`config.mk`:
```
export PLATFORM = sky130hd
export DESIGN_NAME = irrcd_top
export DESIGN_NICKNAME = d
export VERILOG_FILES = /design/src/irrcd_pkg.sv /design/src/irrcd_timer_if.sv /design/src/irrcd_timer_bank.sv /design/src/irrcd_top.sv
export SDC_FILE = /design/constraint.sdc
export NUM_CORES = 1
export LEC_CHECK = 0
export ABC_AREA = 1
export BUFFER_PORTS_ARGS = -buffer_cell sky130_fd_sc_hd__buf_4
export CAP_MARGIN = 20
export CORE_ASPECT_RATIO = 0.8
export CORE_MARGIN = 2
export CORE_UTILIZATION = 30
export DETAILED_ROUTE_END_ITERATION = 8
export HOLD_SLACK_MARGIN = 0.05
export SETUP_SLACK_MARGIN = 0.5
export SLEW_MARGIN = 20
export SYNTH_ARGS = -nofsm -noshare
export SYNTH_HDL_FRONTEND = slang
export SYNTH_SLANG_ARGS = --single-unit
```
`constraint.sdc`:
```
create_clock -name clk_i -period 1.7 [get_ports clk_i]
set_input_delay 0.085 -clock clk_i [delete_from_list [all_inputs] [get_ports clk_i]]
set_output_delay 0.085 -clock clk_i [all_outputs]
set_load 0.03 [all_outputs]
```
`src/irrcd_pkg.sv`:
```
/*
 * Shared constants and types of the infrared remote command decoder:
 * clock and oscillator rates, hold and pulse times, word field positions,
 * output counts and the receiver state encoding.
 * Assumes a 25 MHz system clock; the 38 kHz timing tick is derived from it.
 */
package irrcd_pkg;

	// System clock and internal timing oscillator
	localparam int unsigned CLK_HZ = 25_000_000;
	localparam int unsigned OSC_HZ = 38_000;
	localparam int unsigned TICK_CYCLES = CLK_HZ / OSC_HZ;
	localparam int unsigned DIV_W = 10;

	// Output times in milliseconds and in oscillator ticks
	localparam int unsigned HOLD_MS = 160;
	localparam int unsigned PULSE_MS = 107;
	localparam int unsigned HOLD_TICKS = (HOLD_MS * OSC_HZ) / 1000;
	localparam int unsigned PULSE_TICKS = (PULSE_MS * OSC_HZ) / 1000;
	localparam int unsigned TIMER_W = 13;

	// Command word layout, first received bit lands in the top bit
	localparam int unsigned WORD_W = 12;
	localparam int unsigned POS_C1 = 11;
	localparam int unsigned POS_C2 = 10;
	localparam int unsigned POS_C3 = 9;
	localparam int unsigned POS_CT = 8;
	localparam int unsigned POS_S1 = 7;
	localparam int unsigned POS_S2 = 6;
	localparam int unsigned DATA_W = 6;
	localparam int unsigned LAST_BIT = 11;

	// Output counts of the large variant and limits of the small one
	localparam int unsigned NUM_HELD = 6;
	localparam int unsigned NUM_SINGLE = 10;
	localparam int unsigned NUM_TOGGLE = 2;
	localparam int unsigned NUM_TIMERS = NUM_HELD + NUM_SINGLE;
	localparam logic [5:0] HELD_MASK_LARGE = 6'h3F;
	localparam logic [5:0] HELD_MASK_SMALL = 6'h1F;

	// Bit decoding by interval between rising edges, in ticks
	localparam int unsigned IVL_W = 8;
	localparam logic [7:0] BIT_ONE_TICKS = 8'h20;
	localparam logic [7:0] WORD_GAP_TICKS = 8'h40;
	localparam logic [7:0] TIMEOUT_TICKS = 8'hFF;

	// Receiver states, one-hot
	typedef enum logic [3:0]
	{
		RX_IDLE = 4'h1,
		RX_FIRST = 4'h2,
		RX_WAIT2 = 4'h4,
		RX_SECOND = 4'h8
	} irrcd_rx_type;

endpackage

```
`src/irrcd_timer_if.sv`:
```
/*
 * Link between the decoder core and its output timer bank.
 * Assumes both ends run on the same clock and reset.
 */
`timescale 1ns/1ps
interface irrcd_timer_if;
	import irrcd_pkg::*;

	logic tick;                    // One-cycle oscillator tick
	logic [NUM_TIMERS-1:0] start;  // One-cycle reload per channel
	logic [NUM_TIMERS-1:0] active; // Channel still counting

	modport ctrl
	(
		output tick,
		output start,
		input active
	);
	modport bank
	(
		input tick,
		input start,
		output active
	);
endinterface

```
`src/irrcd_timer_bank.sv`:
```
/*
 * Output timer bank: one down counter per held or one-shot output.
 * Held channels reload with the hold time, one-shot channels with the pulse time.
 * Assumes start pulses and ticks come from logic on the same clock.
 */
`timescale 1ns/1ps
module irrcd_timer_bank
	import irrcd_pkg::*;
#(
	parameter logic [TIMER_W-1:0] HOLD_T = TIMER_W'(HOLD_TICKS),
	parameter logic [TIMER_W-1:0] PULSE_T = TIMER_W'(PULSE_TICKS)
)
(
	// Clock and reset
	input wire logic clk_i,
	input wire logic rstn_i,
	// Control link
	irrcd_timer_if.bank tmr
);

	// Whole state of the bank
	typedef struct packed
	{
		logic [NUM_TIMERS-1:0][TIMER_W-1:0] cnt; // Remaining ticks
		logic [NUM_TIMERS-1:0] act;              // Registered activity
	} irrcd_bank_type;

	irrcd_bank_type state_reg;
	irrcd_bank_type state_next;
	logic [NUM_TIMERS-1:0][TIMER_W-1:0] cnt_next; // Per-channel next count

	// Per-channel reload and tick countdown
	for (genvar i = 0; i < NUM_TIMERS; i++)
	begin : g_chan
		localparam logic [TIMER_W-1:0] DUR = (i < NUM_HELD) ? HOLD_T : PULSE_T;
		assign cnt_next[i] = tmr.start[i] ? DUR :
			(tmr.tick && state_reg.cnt[i] != '0) ? state_reg.cnt[i] - 1'b1 :
			state_reg.cnt[i];
	end

	// Next state assembly
	always_comb
	begin
		state_next = state_reg;
		state_next.cnt = cnt_next;
		for (int i = 0; i < NUM_TIMERS; i++)
		begin
			state_next.act[i] = (cnt_next[i] != '0);
		end
	end

	// State register
	always_ff @(posedge clk_i or negedge rstn_i)
	begin
		if (!rstn_i)
		begin
			state_reg <= '0;
		end
		else
		begin
			state_reg <= state_next;
		end
	end

	assign tmr.active = state_reg.act;

endmodule

```
`src/irrcd_top.sv`:
```
/*
 * Infrared remote command decoder core: synchronises the demodulated command
 * input and the code-select pins, decodes bits by edge interval, checks the
 * repeated word against the stored one, compares the custom code and drives
 * held, one-shot and toggle outputs.
 * Assumes a demodulated, active-high pulse stream and an asynchronous,
 * active-low reset standing in for power-on reset.
 */
`timescale 1ns/1ps
module irrcd_top
	import irrcd_pkg::*;
#(
	parameter bit LARGE_VARIANT_P = 1'b1,
	parameter logic [DIV_W-1:0] TICK_CYCLES_P = DIV_W'(TICK_CYCLES),
	parameter logic [TIMER_W-1:0] HOLD_TICKS_P = TIMER_W'(HOLD_TICKS),
	parameter logic [TIMER_W-1:0] PULSE_TICKS_P = TIMER_W'(PULSE_TICKS)
)
(
	// Clock and reset
	input wire logic clk_i,
	input wire logic rstn_i,
	// Demodulated command stream
	input wire logic ir_command_in_i,
	// Code-select pins: level and whether something drives it
	input wire logic [1:0] code_sel_i,
	input wire logic [1:0] code_sel_drv_i,
	// Function outputs
	output logic [NUM_HELD-1:0] held_output_o,
	output logic [NUM_SINGLE-1:0] oneshot_output_o,
	output logic [NUM_TOGGLE-1:0] toggle_output_o,
	// Command accepted, one cycle
	output logic latch_o
);

	// Whole state of the core
	typedef struct packed
	{
		logic [4:0] meta;              // First synchroniser stage
		logic [4:0] sync;              // Second synchroniser stage
		logic in_prev;                 // Last synchronised command level
		logic [DIV_W-1:0] div;         // Tick divider
		logic tick;                    // Oscillator tick
		irrcd_rx_type rx;              // Receiver state
		logic [3:0] bitcnt;            // Bits in current word
		logic [IVL_W-1:0] ivl;         // Ticks since last edge
		logic [WORD_W-1:0] word;       // Stored command word
		logic [TIMER_W-1:0] press;     // Same-press window
		logic [WORD_W-1:0] last;       // Last accepted word
		logic [NUM_TOGGLE-1:0] tog;    // Toggle outputs
		logic [NUM_TIMERS-1:0] start;  // Timer reloads
		logic latch;                   // Accept pulse
	} irrcd_core_type;

	irrcd_core_type state_reg;
	irrcd_core_type state_next;

	irrcd_timer_if tmr_if();

	// Output timers for held and one-shot outputs
	irrcd_timer_bank
	#(
		.HOLD_T(HOLD_TICKS_P),
		.PULSE_T(PULSE_TICKS_P)
	)
	u_bank
	(
		.clk_i(clk_i),
		.rstn_i(rstn_i),
		.tmr(tmr_if.bank)
	);

	// Decoding helpers
	logic in_lvl;                  // Synchronised command input
	logic edge_seen;               // Rising edge of command input
	logic bit_val;                 // Decoded bit from interval
	logic [1:0] code_pin;          // Code pins after pull-up
	logic [2:0] code_exp;          // Expected custom code C1..C3
	logic [WORD_W-1:0] rx_word;    // Word as checked
	logic word_done;               // Second word fully matched
	logic code_ok;                 // Custom code agrees
	logic is_cont;                 // Continuous command
	logic is_single;               // Single command, first group
	logic is_grp2;                 // Single or toggle, second group
	logic is_repeat;               // Same key still held
	logic [DATA_W-1:0] dbits;      // Data field D1..D6
	logic [5:0] held_mask;         // Held outputs of this variant

	assign in_lvl = state_reg.sync[0];
	assign edge_seen = in_lvl && !state_reg.in_prev;
	assign bit_val = (state_reg.ivl >= BIT_ONE_TICKS);
	assign held_mask = LARGE_VARIANT_P ? HELD_MASK_LARGE : HELD_MASK_SMALL;

	// Pull-up on undriven code pins
	always_comb
	begin
		for (int i = 0; i < 2; i++)
		begin
			code_pin[i] = state_reg.sync[3+i] ? state_reg.sync[1+i] : 1'b1;
		end
	end

	// Expected code: fixed one on the unused code bit
	always_comb
	begin
		if (LARGE_VARIANT_P)
		begin
			code_exp = {code_pin[0], code_pin[1], 1'b1};
		end
		else
		begin
			code_exp = {1'b1, code_pin[0], code_pin[1]};
		end
	end

	// Command classification of the word being completed
	always_comb
	begin
		rx_word = {state_reg.word[WORD_W-2:0], state_reg.word[WORD_W-1]};
		word_done = (state_reg.rx == RX_SECOND) && edge_seen
			&& (state_reg.ivl < WORD_GAP_TICKS) && (bit_val == state_reg.word[WORD_W-1])
			&& (state_reg.bitcnt == 4'(LAST_BIT));
		code_ok = (rx_word[POS_C1:POS_C3] == code_exp);
		is_cont = rx_word[POS_CT] && !rx_word[POS_S1] && !rx_word[POS_S2];
		is_single = !rx_word[POS_CT] && rx_word[POS_S1] && !rx_word[POS_S2];
		is_grp2 = !rx_word[POS_CT] && !rx_word[POS_S1] && rx_word[POS_S2];
		dbits = rx_word[DATA_W-1:0];
		is_repeat = (state_reg.press != '0) && (rx_word == state_reg.last);
	end

	// Next-state logic
	always_comb
	begin
		state_next = state_reg;
		// Two-stage synchronisers
		state_next.meta = {code_sel_drv_i, code_sel_i, ir_command_in_i};
		state_next.sync = state_reg.meta;
		state_next.in_prev = in_lvl;
		state_next.start = '0;
		state_next.latch = 1'b0;

		// Oscillator tick from the system clock
		if (state_reg.div >= TICK_CYCLES_P - 1'b1)
		begin
			state_next.div = '0;
			state_next.tick = 1'b1;
		end
		else
		begin
			state_next.div = state_reg.div + 1'b1;
			state_next.tick = 1'b0;
		end

		// Interval count, restarted by every rising edge
		if (edge_seen)
		begin
			state_next.ivl = '0;
		end
		else if (state_reg.tick && state_reg.ivl != TIMEOUT_TICKS)
		begin
			state_next.ivl = state_reg.ivl + 1'b1;
		end

		// Same-press window countdown
		if (state_reg.tick && state_reg.press != '0)
		begin
			state_next.press = state_reg.press - 1'b1;
		end

		// Receiver sequence
		case (state_reg.rx)
			RX_IDLE:
			begin
				// First edge opens a frame
				if (edge_seen)
				begin
					state_next.rx = RX_FIRST;
					state_next.bitcnt = '0;
				end
			end
			RX_FIRST:
			begin
				if (state_reg.ivl == TIMEOUT_TICKS)
				begin
					state_next.rx = RX_IDLE;
				end
				else if (edge_seen && state_reg.ivl >= WORD_GAP_TICKS)
				begin
					// Overlong bit: treat edge as a fresh start
					state_next.bitcnt = '0;
				end
				else if (edge_seen)
				begin
					// Store the first word
					state_next.word = {state_reg.word[WORD_W-2:0], bit_val};
					state_next.bitcnt = state_reg.bitcnt + 1'b1;
					if (state_reg.bitcnt == 4'(LAST_BIT))
					begin
						state_next.rx = RX_WAIT2;
					end
				end
			end
			RX_WAIT2:
			begin
				if (state_reg.ivl == TIMEOUT_TICKS)
				begin
					state_next.rx = RX_IDLE;
				end
				else if (edge_seen && state_reg.ivl >= WORD_GAP_TICKS)
				begin
					state_next.rx = RX_SECOND;
					state_next.bitcnt = '0;
				end
				else if (edge_seen)
				begin
					state_next.rx = RX_IDLE;
				end
			end
			RX_SECOND:
			begin
				if (state_reg.ivl == TIMEOUT_TICKS)
				begin
					state_next.rx = RX_IDLE;
				end
				else if (edge_seen)
				begin
					if (state_reg.ivl >= WORD_GAP_TICKS || bit_val != state_reg.word[WORD_W-1])
					begin
						// Overlong interval or pushed-out bit disagrees: drop the frame
						state_next.rx = RX_IDLE;
					end
					else
					begin
						// Rotate so the stored word survives the check
						state_next.word = rx_word;
						state_next.bitcnt = state_reg.bitcnt + 1'b1;
						if (word_done)
						begin
							state_next.rx = RX_IDLE;
						end
					end
				end
			end
			default:
			begin
				state_next.rx = RX_IDLE;
			end
		endcase

		// Accept a fully matched word with agreeing code
		if (word_done && code_ok)
		begin
			state_next.latch = 1'b1;
			state_next.last = rx_word;
			state_next.press = HOLD_TICKS_P;
			if (is_cont)
			begin
				// Each held output whose data bit is set and within held_mask reloads its hold time
				state_next.start[NUM_HELD-1:0] = dbits & held_mask;
			end
			if (is_single && !is_repeat)
			begin
				state_next.start[NUM_HELD +: DATA_W] = dbits & held_mask;
			end
			if (is_grp2 && !is_repeat && LARGE_VARIANT_P)
			begin
				state_next.start[NUM_HELD+DATA_W +: 4] = dbits[3:0];
				state_next.tog = state_reg.tog ^ dbits[5:4];
			end
		end
	end

	// State register
	always_ff @(posedge clk_i or negedge rstn_i)
	begin
		if (!rstn_i)
		begin
			state_reg <= '0;
			state_reg.rx <= RX_IDLE;
		end
		else
		begin
			state_reg <= state_next;
		end
	end

	// Link to timers and outputs
	assign tmr_if.tick = state_reg.tick;
	assign tmr_if.start = state_reg.start;
	assign held_output_o = tmr_if.active[NUM_HELD-1:0];
	assign oneshot_output_o = tmr_if.active[NUM_TIMERS-1:NUM_HELD];
	assign toggle_output_o = state_reg.tog;
	assign latch_o = state_reg.latch;

endmodule

```
; Word level (Yosys, flattened, before mapping)
; Cells that the tools add are included.
[totals]
out_inout_bits = 19
in_bits = 7
wordCells = 233
register_bits = 318
[op_classes]
magnitude_cmp = 4
muxes = 69
n_reduce_logical = 81
n_addsub = 20
n_bitwise = 1
n_eq_ne = 27
[op_table]
columns = cell, n
row1 = $mux W13, 33
row2 = $reduce_bool A13 Y1, 33
row3 = $sub A13 B1 Y13 const B, 17
row4 = $mux W12, 6
row5 = $mux W4, 15
row6 = $mux W44, 1
row7 = $mux W8, 5
row8 = $logic_and A1 B1 Y1, 34
row9 = $pmux W4 S4, 2
row10 = $pmux W12 S2, 1
row11 = $mux W6, 3
row12 = $ne A2 B2 Y1 const B, 9
row13 = $reduce_and A7 Y1, 2
row14 = $eq A12 B12 Y1, 1
row15 = $ne A3 B3 Y1 const B, 4
row16 = $mux W11, 1
row17 = $add A10 B1 Y10 const B, 1
row18 = $ge A10 B10 Y1 const B, 1
row19 = $reduce_and A9 Y1, 1
row20 = $add A8 B1 Y8 const B, 1
row21 = $eq A4 B4 Y1 const B, 2
row22 = $eq A8 B8 Y1 const B, 1
row23 = $ge A8 B6 Y1 const B, 1
row24 = $ge A8 B7 Y1 const B, 1
row25 = other kinds (19), 26

; Longest topological paths before layout
; Gate-level depths: netlist of the first run.
[logic_depth]
word_depth = 11
ltp_mapped = 14
ltp_nobuf = 13

; Cells and area by module
; From an unflattened synthesis of the first run, not the netlist that was laid out.
[unflattened]
cells_unflattened = 2688
hier_area_um2 = 19097.1
[by_module_without_submodules]
columns = module, area_each_um2, seq_area_each_um2, instances, cells_each
row1 = irrcd_timer_bank, 14567.7, 5605.4, 1, 2135
row2 = irrcd_top, 4529.3, 2353.5, 1, 553

; Worst setup path after synthesis of the first run
; OpenSTA, ideal clock, no wires.
[synth_timing]
path_type = register to register
startpoint = register u_bank.state_reg[16] (netlist bit)
endpoint = register u_bank.state_reg (netlist bit u_bank.tmr.active[0])
synth_period_minus_slack_ns = 1.656
setup_time_ns = 0.119
arrival_time_ns = 1.538
t_required_ns = 1.581
setup_slack_ns = 0.044
path_stages_with_launch = 15
n_path_buf = 1
cell_sequence = dfrtp_1 > inv_1 > ha_1 > nand2_1 > nor2_2 > nand2_4 > nand2_4 > buf_6 > nand2_1 > nand3_1 > nand2_1 > clkinv_1 > nand2_1 > nor2_1 > nand2_1
[synth_lines]
columns = element, line
row1 = from (decl), irrcd_timer_bank.sv:28  ; irrcd_bank_type state_reg;
row2 = from (signal assigned), irrcd_timer_bank.sv:61  ; state_reg <= state_next;

; Worst setup path in the final report of the first run
[layout_timing]
startpoint = register state_reg[63] (netlist bit)
endpoint = register state_reg[39] (netlist bit)
[layout_between]
elab_chain_len = 6
[layout_rtl]
columns = element, line
row1 = from (decl), irrcd_top.sv:54  ; irrcd_core_type state_reg;
row2 = from (signal assigned), irrcd_top.sv:282  ; state_reg <= state_next;
row3 = $ge A8 B6 Y1 / $lt A8 B7 Y1 (equally long branches), "irrcd_top.sv:90, irrcd_top.sv:120"
row4 = $eq A1 B1 Y1 / $logic_and A1 B1 Y1 (equally long branches), irrcd_top.sv:120  ; && (state_reg.ivl < WORD_GAP_TICKS) && (bit_val == state_reg.word[WORD_W-1])
row5 = $logic_and A1 B1 Y1 *, irrcd_top.sv:120
row6 = $logic_and A1 B1 Y1 *, irrcd_top.sv:121  ; && (state_reg.bitcnt == 4'(LAST_BIT));
row7 = $logic_and A1 B1 Y1 *, irrcd_top.sv:250  ; if (word_done && code_ok)
row8 = $mux W44 / $reduce_bool A2 Y1 (equally long branches), --
; Every way passes the cells marked *; elsewhere a longest branch is shown, timed or not.
; A chain may end at the register's enable or synchronous reset.

==> results of run 1 <==
## power by group through the flow
stage	combinational, W	clock (W)	sequential, W
floorplan	0.000997	0	0.00813
global placement	0.00166	0	0.00811
detailed placement	0.00167	0	0.00812
CTS	0.00236	0.00921	0.00797
global route	0.00282	0.00950	0.00801
finish	0.00259	0.00893	0.00800
## per-stage QoR
step | setup TNS, ps | hold slack [ps] | utilization, %
after floorplan | 0 | -211 | -
after global placement | -1050 | -9.00 | 38.6
after detailed placement | -1490 | -6.56 | 38.6
after CTS | -440 | -29.0 | 45.0
after global routing | -6520 | 8.24 | 49.0
final | -1430 | -23.5 | 49.0
## worst paths after layout
check | startpoint | endpoint | slack [ps] | depth (start not counted)
hold / removal | rstn_i | u_bank.state_reg[168] | -20 | 2
max in group asynchronous | rstn_i | u_bank.state_reg[149] | 970 | 3
hold reg to reg | state_next[88] | state_reg[88] | 350 | 0
setup / recovery | state_reg[63] | state_reg[39] | -100 | 9
setup reg to reg | state_reg[63] | state_reg[39] | -100 | 9
min in group clk_i | code_sel_drv_i[1] | state_next[88] | 160 | 2
## cells in the final DEF, fill, tap and decap left out, drive strengths merged
master / Yosys / layout
a21oi: 59 / 60
a22oi: 2 / 2
a2bb2oi: 1 / 1
and2: 7 / 7
and3: 2 / 2
buf: 51 / 727
bufbuf: 0 / 2
bufinv: 0 / 6
clkbuf: 11 / 46
clkinv: 9 / 21
clkinvlp: 0 / 6
dfrtp: 317 / 317
dfstp: 1 / 1
dlygate4sd3: 0 / 6
ha: 38 / 38
inv: 398 / 400
mux2i: 1 / 1
nand2: 941 / 949
nand3: 252 / 252
nand3b: 23 / 23
nand4: 69 / 69
nor2: 512 / 512
nor3: 25 / 25
nor3b: 4 / 4
nor4: 2 / 2
o211ai: 2 / 2
o21a: 1 / 1
o21ai: 79 / 79
o22a: 1 / 1
o22ai: 3 / 3
o31ai: 2 / 2
or2: 2 / 2
xnor2: 46 / 46
xor2: 37 / 37
## layer usage
layer	up-vias	global-route usage, %	share of wire (%)
met5	-	0	0
met4	0	4.25	1.9
met3	75	2.21	3.4
met2	292	25.5	46
met1	9743	23.1	48
li1	10500	-	-
## kinds of logic (layout without fill, tap and decap cells)
family / Yosys count / count (layout) / share of synthesized area, %
simple gates: 1839 / 1847 / 39.8
fa+ha+maj: 38 / 38 / 2.39
mux: 1 / 1 / 0.0504
compound gates: 150 / 151 / 4.02
xor+xnor: 83 / 83 / 3.70
buf+inv: 469 / 1214 / 9.94
flops: 318 / 318 / 40.1
## area by class of cell
cell class	instances	area share (%)
clock buffer	45	3.14
sequential	318	24.9
timing repair buffer	736	20.4
clock inverter	25	1.10
inverter	407	5.05
timing repair inverter	1	0.0195
tap	860	3.35
multi-input combinational	2120	42.0
## repair_timing
| action | 4_1_cts | 5_1_grt |
|---|---|---|
| buffers inserted | 108 | 85 |
| gates cloned | 16 | 2 |
| gates resized for setup | 468 | 566 |
| endpoints found under the hold margin | 323 | 23 |
| pin swaps | 228 | 287 |
| endpoints found under the setup margin | 323 | 326 |
==> metrics.txt, run 1 <==
fraction of layout cells with a size suffix above 1 between 40% and 50%; number of buffers created by CTS 38; Arr. time, crit path between 2000 and 2500 ps; failing checks hold timing, setup timing; syn avg cell area between 6 and 7 um2; Post-synth ARST share 100%; DP Cell Count 4,225; slowest stage delay, CP slightly above 400 ps; Buffers on Ports 25; f_max roughly 560 MHz; Die Ht 234 um; Detailed Route Iter0 Violations 1,113; Tcrit/Tclk final 106%; dpl cell area between 20,000 and 30,000 um2; Post-DP HPWL about 36 mm; CP max FO 7; Yosys cell types 45; area of the multi-input gates about 13,000 um2; Layout Skew around 13 ps; clk slew on worst S/H paths around 60 ps; worst slack at placement -164 ps; family with the most delay on the worst path simple AND/OR/NAND/NOR gates; Synth top area share between 30% and 40%; Clock Sinks 318; worst setup margin -102 ps; internal power about 0.014 W; Reg area roughly 8000 um2; largest net degree at the start of global routing 71; layout filler cell count between 6,000 and 7,000; vias in the first global route 19,200; Root Buffer clkbuf_16; worst vdd ir ~0.00078 V; Final setup viols 40; syn nets a little under 3,000; switching pwr roughly 0.0054 W; Antenna diodes 0; fin area roughly 32,000 um2; sequential fraction of the synthesis area between 40 and 50%; row cnt between 80 and 90; Crit. End Element flip-flop; Non-Filler Instances about 4,500; most common cell in the synthesized netlist nand2_1; total grt overflow 0; die area between 60,000 and 70,000 um2; DR vias between 20,000 and 25,000; outcome finished with violations; Initial Util a little under a third; area delta synth->final 61.7%; Slew Limit Fails 0; worst hold path type input pin to async pin; largest cells by area after synthesis dfrtp_1 40%, nand2_1 17%, nor2_1 8.8%; ANT nets after route 0; Seq pwr share between 40% and 50%; DRC 0; CTS max path bufs 3; top cells by count, synth 899 x nand2_1, 468 x nor2_1, 389 x inv_1; RSZ-0062 raised after global routing true; hold_buf cts 6; vias per inst 4.57; Yosys reg bits 318; combinational power share about an eighth; Power Dens Cells 608 nW/um2; Pre-Repair DR Iteration Count 5; first-pass GRT wire length between 90 and 100 mm; total power ~0.020 W; initial antenna violation count 0; worst hold slack -23.5 ps; Clk network pwr share between 40% and 50%; Main synth FF type dfrtp_1; crit-path cells nor2_4 -> nand2_2 -> xnor2_4 -> buf_4 -> nand3_4 -> clkinv_8 -> buf_8 -> nor2_1 -> nand2_1; Syn Inst Count a little under 3,000; yosys warns 0; Max Cap Viol 0; number of I/O pins 26; switch share between 20 and 30%; CTS tree yes; buffers and inverters on the worst path 3; Slowest-stage cell, CP dfrtp_1; Slew @ Worst Pin between 600 and 700 ps; Leak 18.2 nW; Post-synth EDFFs 0; Slew HR 56.4%; Core Area roughly 66,000 um2; die width between 200 and 300 um; wire per inst between 10 and 15 um; Post-Route WL a little under 60 mm; post-synth top area cell dfrtp_1; Nets ~3,700; fin crit period between 1500 and 2000 ps; Final Hold Vio Count 22; Largest register FFs 208; CP Class flip-flop to flip-flop; Syn Std Cell Area approximately 20,000 um2; crit path launch type flip-flop; H-tree depth 2; placer congestion estimate between 0.8 and 0.9; WP data required about 2200 ps; Global Route Usage Sum 16.1%; clk_lat worst skew 580 ps
(Power assumes the default switching activity.)
==> inputs of run 2 (changes only) <==
Settings changed: ABC_AREA 1 to 0, BUFFER_PORTS_ARGS -buffer_cell sky130_fd_sc_hd__buf_4 to unset, CTS_BUF_LIST set to sky130_fd_sc_hd__clkbuf_8, DONT_BUFFER_PORTS set to 1.
==> run 2 against run 1 <==
Effect of this change: the flow still finishes with violations (hold timing, setup timing); worst hold slack got worse by 850 ps; non-clock buffer count increased by 123; synthesized cell count decreased by 38%; sequential power decreased by 4.0%; critical path type unchanged.
==> metrics.txt, run 2 <==
Initial Util 30.3% (about the same); commonest non-fill, non-tap cell in the layout buf_4 (was nand2_1); area delta synth->final 80.5% (was 61.7%); vias in the first global route 17,600 (was 19,200); syn nets 1,851 (was 2,943); row cnt 78 (was 84); hold_buf cts 10 (was 6); Post-DP HPWL 33.0 mm (was 36.3 mm); Post-synth ARST share 100% (unchanged); ANT nets after route 0 (unchanged); Buffers on Ports 0 (was 25); Syn Inst Count 1,806 (was 2,898); die width 272 um (was 292 um); Layout Skew 48.2 ps (was 13.2 ps); number of buffers created by CTS 53 (was 38); Global Route Usage Sum 17.2% (was 16.1%); Post-Synth XOR/XNOR Area 7.03% (was 3.70%); post-synthesis simple-gate area fraction 28.0% (was 39.8%); setup TNS -81,870 ps (was -1430 ps); Synth top area share 46.1% (was 39.9%); post-synth top area cell dfrtp_1 (unchanged); Power Dens Cells 530 nW/um2 (was 608 nW/um2); Slew @ Worst Pin 705 ps (was 652 ps); yosys warns 0 (unchanged); Post-synth EDFFs 0 (unchanged); die area 59,300 um2 (was 68,300 um2); crit path launch type flip-flop (unchanged); Max Cap Viol 0 (unchanged); RSZ-0062 raised after global routing true (unchanged); Reg area 7970 um2 (was 7990 um2); Clock Sinks 318 (unchanged); worst hold path type input pin to async pin (unchanged); post-synthesis mux area share 1.34% (was 0.0504%); Main synth FF type dfrtp_1 (unchanged); number of I/O pins 26 (unchanged); wire per inst 16.0 um (was 13.0 um); Yosys reg bits 318 (unchanged); Final Hold Vio Count 318 (was 22); DRC 0 (unchanged); worst vdd ir 0.000540 V (was 0.000783 V); Post-Route WL 55.3 mm (was 58.8 mm); layout filler cell count 4,480 (was 6,097); GRT busiest layer met2 (unchanged); Core Area 56,700 um2 (was 65,600 um2); area of the multi-input gates 13,000 um2 (was 13,500 um2); Leak 15.0 nW (was 18.2 nW); Root Buffer clkbuf_8 (was clkbuf_16); Slew Limit Fails 0 (unchanged); outcome finished with violations (unchanged); largest net degree at the start of global routing 319 (was 71); f_max 365 MHz (was 555 MHz); fin crit period 2740 ps (was 1800 ps); Crit. End Element flip-flop (unchanged); Tcrit/Tclk final 161% (was 106%); commonest non-fill, non-tap cells in the layout 631 x buf_4, 311 x dfrtp_1, 185 x buf_6 (was 690 x nand2_1, 561 x buf_4, 291 x dfrtp_1); DR vias 17,200 (was 20,600); Yosys cell types 83 (was 45); CTS max path bufs 3 (unchanged); Slew HR 53.0% (was 56.4%); vias per inst 4.98 (was 4.57); top cells by count, synth 317 x dfrtp_1, 205 x nor2_1, 155 x nand2_1 (was 899 x nand2_1, 468 x nor2_1, 389 x inv_1); Final setup viols 285 (was 40); Syn Std Cell Area 17,200 um2 (was 19,900 um2); CP Class flip-flop to flip-flop (unchanged); clk slew on worst S/H paths 70 ps (was 60 ps); Pre-Repair DR Iteration Count 7 (was 5); H-tree depth 2 (unchanged); total grt overflow 0 (unchanged); largest cells by area after synthesis dfrtp_1 46%, nor2_1 4.5%, xnor2_1 4.1% (was dfrtp_1 40%, nand2_1 17%, nor2_1 8.8%); adder-cell share of the synthesized area 2.76% (was 2.39%); Largest register FFs 208 (unchanged); Nets 2,691 (was 3,667); most common cell in the synthesized netlist dfrtp_1 (was nand2_1); Detailed Route Iter0 Violations 881 (was 1,113); Die Ht 218 um (was 234 um); sequential fraction of the synthesis area 46.3% (was 40.1%); worst setup margin -1040 ps (was -102 ps); CTS tree yes (unchanged); fraction of layout cells with a size suffix above 1 59.2% (was 46.7%); CP max FO 3 (was 7); first-pass GRT wire length 86.2 mm (was 93.0 mm); GRT met1 Usage 22.5% (was 23.1%); Arr. time, crit path 3260 ps (was 2260 ps); clk_lat worst skew 660 ps (was 580 ps); largest family of logic cells by synthesized area simple AND/OR/NAND/NOR gates (unchanged); WP data required 2220 ps (was 2160 ps); failing checks hold timing, setup timing (unchanged); initial antenna violation count 0 (unchanged); met3 usage in global routing 3.09% (was 2.21%); met2 GRT Util 29.1% (was 25.5%); worst hold slack -869 ps (was -23.5 ps); Antenna diodes 0 (unchanged); post-synthesis compound-gate area fraction 11.1% (was 4.02%); placer congestion estimate 0.850 (was 0.852); syn avg cell area 9.52 um2 (was 6.86 um2)
## run 2: cell families after synthesis
kind of cell    after synthesis
flops                       318
simple gates                879
xor+xnor                    138
mux                          22
buf+inv                     134
fa+ha+maj                    38
compound gates              277
## run 2: path summary, 6_finish.rpt
check	startpoint	to	slack, ps	cells after the start
worst max-delay path	u_bank.state_reg[113]	u_bank.tmr.active[7]	-1040	6
worst min-delay path	rstn_i	u_bank.state_reg[98]	-870	0
worst max register to register	u_bank.state_reg[113]	u_bank.tmr.active[7]	-1040	6
worst min register to register	state_next[88]	state_reg[88]	340	0
max in group asynchronous	rstn_i	u_bank.state_reg[216]	2030	0
min in group clk_i	state_next[88]	state_reg[88]	340	0
## run 2: cell type report
type / count / area share, %
inverter: 59 / 0.754
timing repair buffer: 859 / 24.4
multi-input combinational: 1355 / 41.9
clock buffer: 72 / 3.19
clock inverter: 28 / 0.975
tap: 760 / 3.06
sequential: 318 / 25.7
## run 2: timing repair
| item | CTS | global route |
|---|---|---|
| gates resized for setup | 372 | 408 |
| cloned | 6 | 2 |
| endpoints found under the setup margin | 326 | 326 |
| pin swaps | 134 | 213 |
| buffers inserted | 91 | 97 |
| hold endpoints to repair | 323 | 318 |
## run 2: critical path: stages, from the launching register on
cell,delay (ps)
dfrtp_1,370
or4_1,520
or4_4,570
a21oi_2,180
o31ai_2,90
or4_1,480
or4_1,410
## run 2: report_power, final
part / internal, W / switching [W] / leakage, nW / total, W
Clock: 0.00472 / 0.00338 / 0.687 / 0.00810
Sequential: 0.00764 / 0.0000450 / 4.39 / 0.00768
Combinational: 0.000373 / 0.000302 / 9.92 / 0.000675
## run 2: per-layer routing
metal  part of all wire (%)  wire (um)
met4                    2.5       1390
met3                    3.3       1840
met1                     44      24500
met5                      0          0
met2                     50      27600
## run 2: per-stage QoR
step	cells	setup slack [ps]	utilization (%)	power [W]	cell area [um2]
global placement	3145	-1020	43.2	0.00833	24500
global route	3451	-1120	54.8	0.0171	31000
CTS	3352	-999	50.2	0.0167	28400
finish	3451	-1040	54.8	0.0165	31000
floorplan	1806	-994	-	0.00815	19300
detailed placement	3145	-1030	43.2	0.00834	24500
==> inputs of run 3 (changes only) <==
Settings changed: SETUP_SLACK_MARGIN 0.5 to 0.02.
==> run 3 against run 2 <==
Effect of this change: the flow still finishes with violations (hold timing, setup timing); setup slack improved by 18 ps; worst hold slack got worse by 2.2 ps; combinational power grew 21%; non-clock buffer count down 27; count of clock-buffer cells in the layout decreased by 2; critical endpoint unchanged; largest cell class unchanged.
==> metrics.txt, run 3 (synthesized netlist as in run 2, its figures left out) <==
worst setup margin -1020 ps (was -1040 ps); CP Class flip-flop to flip-flop (unchanged); area delta synth->final 75.8% (was 80.5%); Tcrit/Tclk final 160% (was 161%); commonest non-fill, non-tap cells in the layout 632 x buf_4, 313 x dfrtp_1, 162 x buf_6 (was 631 x buf_4, 311 x dfrtp_1, 185 x buf_6); Post-DP HPWL 32.4 mm (was 33.0 mm); CP max FO 3 (unchanged); clk_lat worst skew 660 ps (about the same); worst vdd ir 0.000463 V (was 0.000540 V); Slew @ Worst Pin 690 ps (was 705 ps); WP data required 2220 ps (about the same); hold_buf cts 10 (unchanged); Slew HR 53.9% (was 53.0%); row cnt 78 (unchanged); Pre-Repair DR Iteration Count 5 (was 7); wire per inst 16.0 um (about the same); largest net degree at the start of global routing 319 (unchanged); fraction of layout cells with a size suffix above 1 55.7% (was 59.2%); Power Dens Cells 543 nW/um2 (was 530 nW/um2); CTS tree yes (unchanged); f_max 367 MHz (was 365 MHz); DR vias 17,200 (unchanged); Root Buffer clkbuf_8 (unchanged); total grt overflow 0 (unchanged); initial antenna violation count 0 (unchanged); Core Area 56,700 um2 (unchanged); Final Hold Vio Count 318 (unchanged); CTS max path bufs 3 (unchanged); DP Cell Count 3,131 (was 3,145); total power 0.0164 W (was 0.0165 W); Slew Limit Fails 0 (unchanged); Post-Route WL 54.9 mm (was 55.3 mm); Max Cap Viol 0 (unchanged); clk slew on worst S/H paths 60 ps (was 70 ps); failing checks hold timing, setup timing (unchanged); area of the multi-input gates 12,600 um2 (was 13,000 um2); first-pass GRT wire length 86.7 mm (was 86.2 mm); vias per inst 5.03 (was 4.98); Antenna diodes 0 (unchanged); die area 59,300 um2 (unchanged); DRC 0 (unchanged); ANT nets after route 0 (unchanged); number of buffers created by CTS 55 (was 53); commonest non-fill, non-tap cell in the layout buf_4 (unchanged); number of I/O pins 26 (unchanged); RSZ-0062 raised after global routing true (unchanged); Non-Filler Instances 3,421 (was 3,451); vias in the first global route 17,700 (was 17,600); crit path launch type flip-flop (unchanged); die width 272 um (unchanged); worst hold slack -871 ps (was -869 ps); setup TNS -78,370 ps (was -81,870 ps); Layout Skew 24.2 ps (was 48.2 ps); H-tree depth 2 (unchanged); Largest register FFs 208 (unchanged); layout filler cell count 4,566 (was 4,480); Die Ht 218 um (unchanged); worst hold path type input pin to async pin (unchanged); Leak 14.7 nW (was 15.0 nW); Buffers on Ports 0 (unchanged); outcome finished with violations (unchanged); Nets 2,665 (was 2,691); Arr. time, crit path 3240 ps (was 3260 ps); Reg area 7970 um2 (about the same); Crit. End Element flip-flop (unchanged); Global Route Usage Sum 17.4% (was 17.2%); fin crit period 2720 ps (was 2740 ps); Initial Util 30.3% (unchanged); Finished Core Util 53.3% (was 54.8%); Detailed Route Iter0 Violations 958 (was 881); Clock Sinks 318 (unchanged); placer congestion estimate 0.869 (was 0.850); Final setup viols 275 (was 285)
[run 3: path summary, 6_finish.rpt]
| kind | start | endpoint | slack (ps) | depth (start not counted) |
|---|---|---|---|---|
| min reg2reg | state_next[88] | state_reg[88] | 350 | 0 |
| max reg2reg | u_bank.state_reg[112] | u_bank.tmr.active[7] | -1020 | 6 |
| max | u_bank.state_reg[112] | u_bank.tmr.active[7] | -1020 | 6 |
| min | rstn_i | u_bank.state_reg[79] | -870 | 0 |
| max in group asynchronous | rstn_i | rx_word[11] | 1990 | 0 |
| min in group clk_i | state_next[88] | state_reg[88] | 350 | 0 |
[run 3: area by class of cell]
cell class / instances / area share (%)
timing repair buffer: 832 / 23.8
clock inverter: 28 / 0.919
tap: 760 / 3.14
clock buffer: 70 / 3.19
sequential: 318 / 26.3
multi-input combinational: 1354 / 41.8
inverter: 59 / 0.782
[run 3: through the flow]
step,cell area (um2),worst slack (ps)
final,30200,-1020
after global routing,30200,-1130
after CTS,28700,-995
after detailed placement,24100,-1020
after global placement,24100,-1010
after floorplan,19000,-994
[run 3: per-layer routing]
metal / up-vias / wire [um] / track usage (%)
li1: 8168 / - / -
met3: 96 / 2170 / 2.83
met2: 323 / 27100 / 29.3
met4: 0 / 1180 / 5.44
met1: 8616 / 24400 / 22.9
met5: - / 0 / 0
[run 3: critical path, cell delays in order, from the launching register on]
cell and delay (ps):
dfrtp_1 380, or4_4 520, or4_4 450, a21oi_2 170, o31ai_2 90, or4_1 500
or4_1 470
[run 3: timing repair]
item	4_1_cts	5_1_grt
gates resized for setup	472	279
setup buffers	148	100
cloned	8	0
hold endpoints to repair	323	318
endpoints found under the setup margin	277	292
pin swaps	207	191
[run 3: power breakdown]
group	switching, W	internal, W
Sequential	0.0000418	0.00764
Combinational	0.000340	0.000475
Clock	0.00334	0.00459
Total	0.00372	0.0127
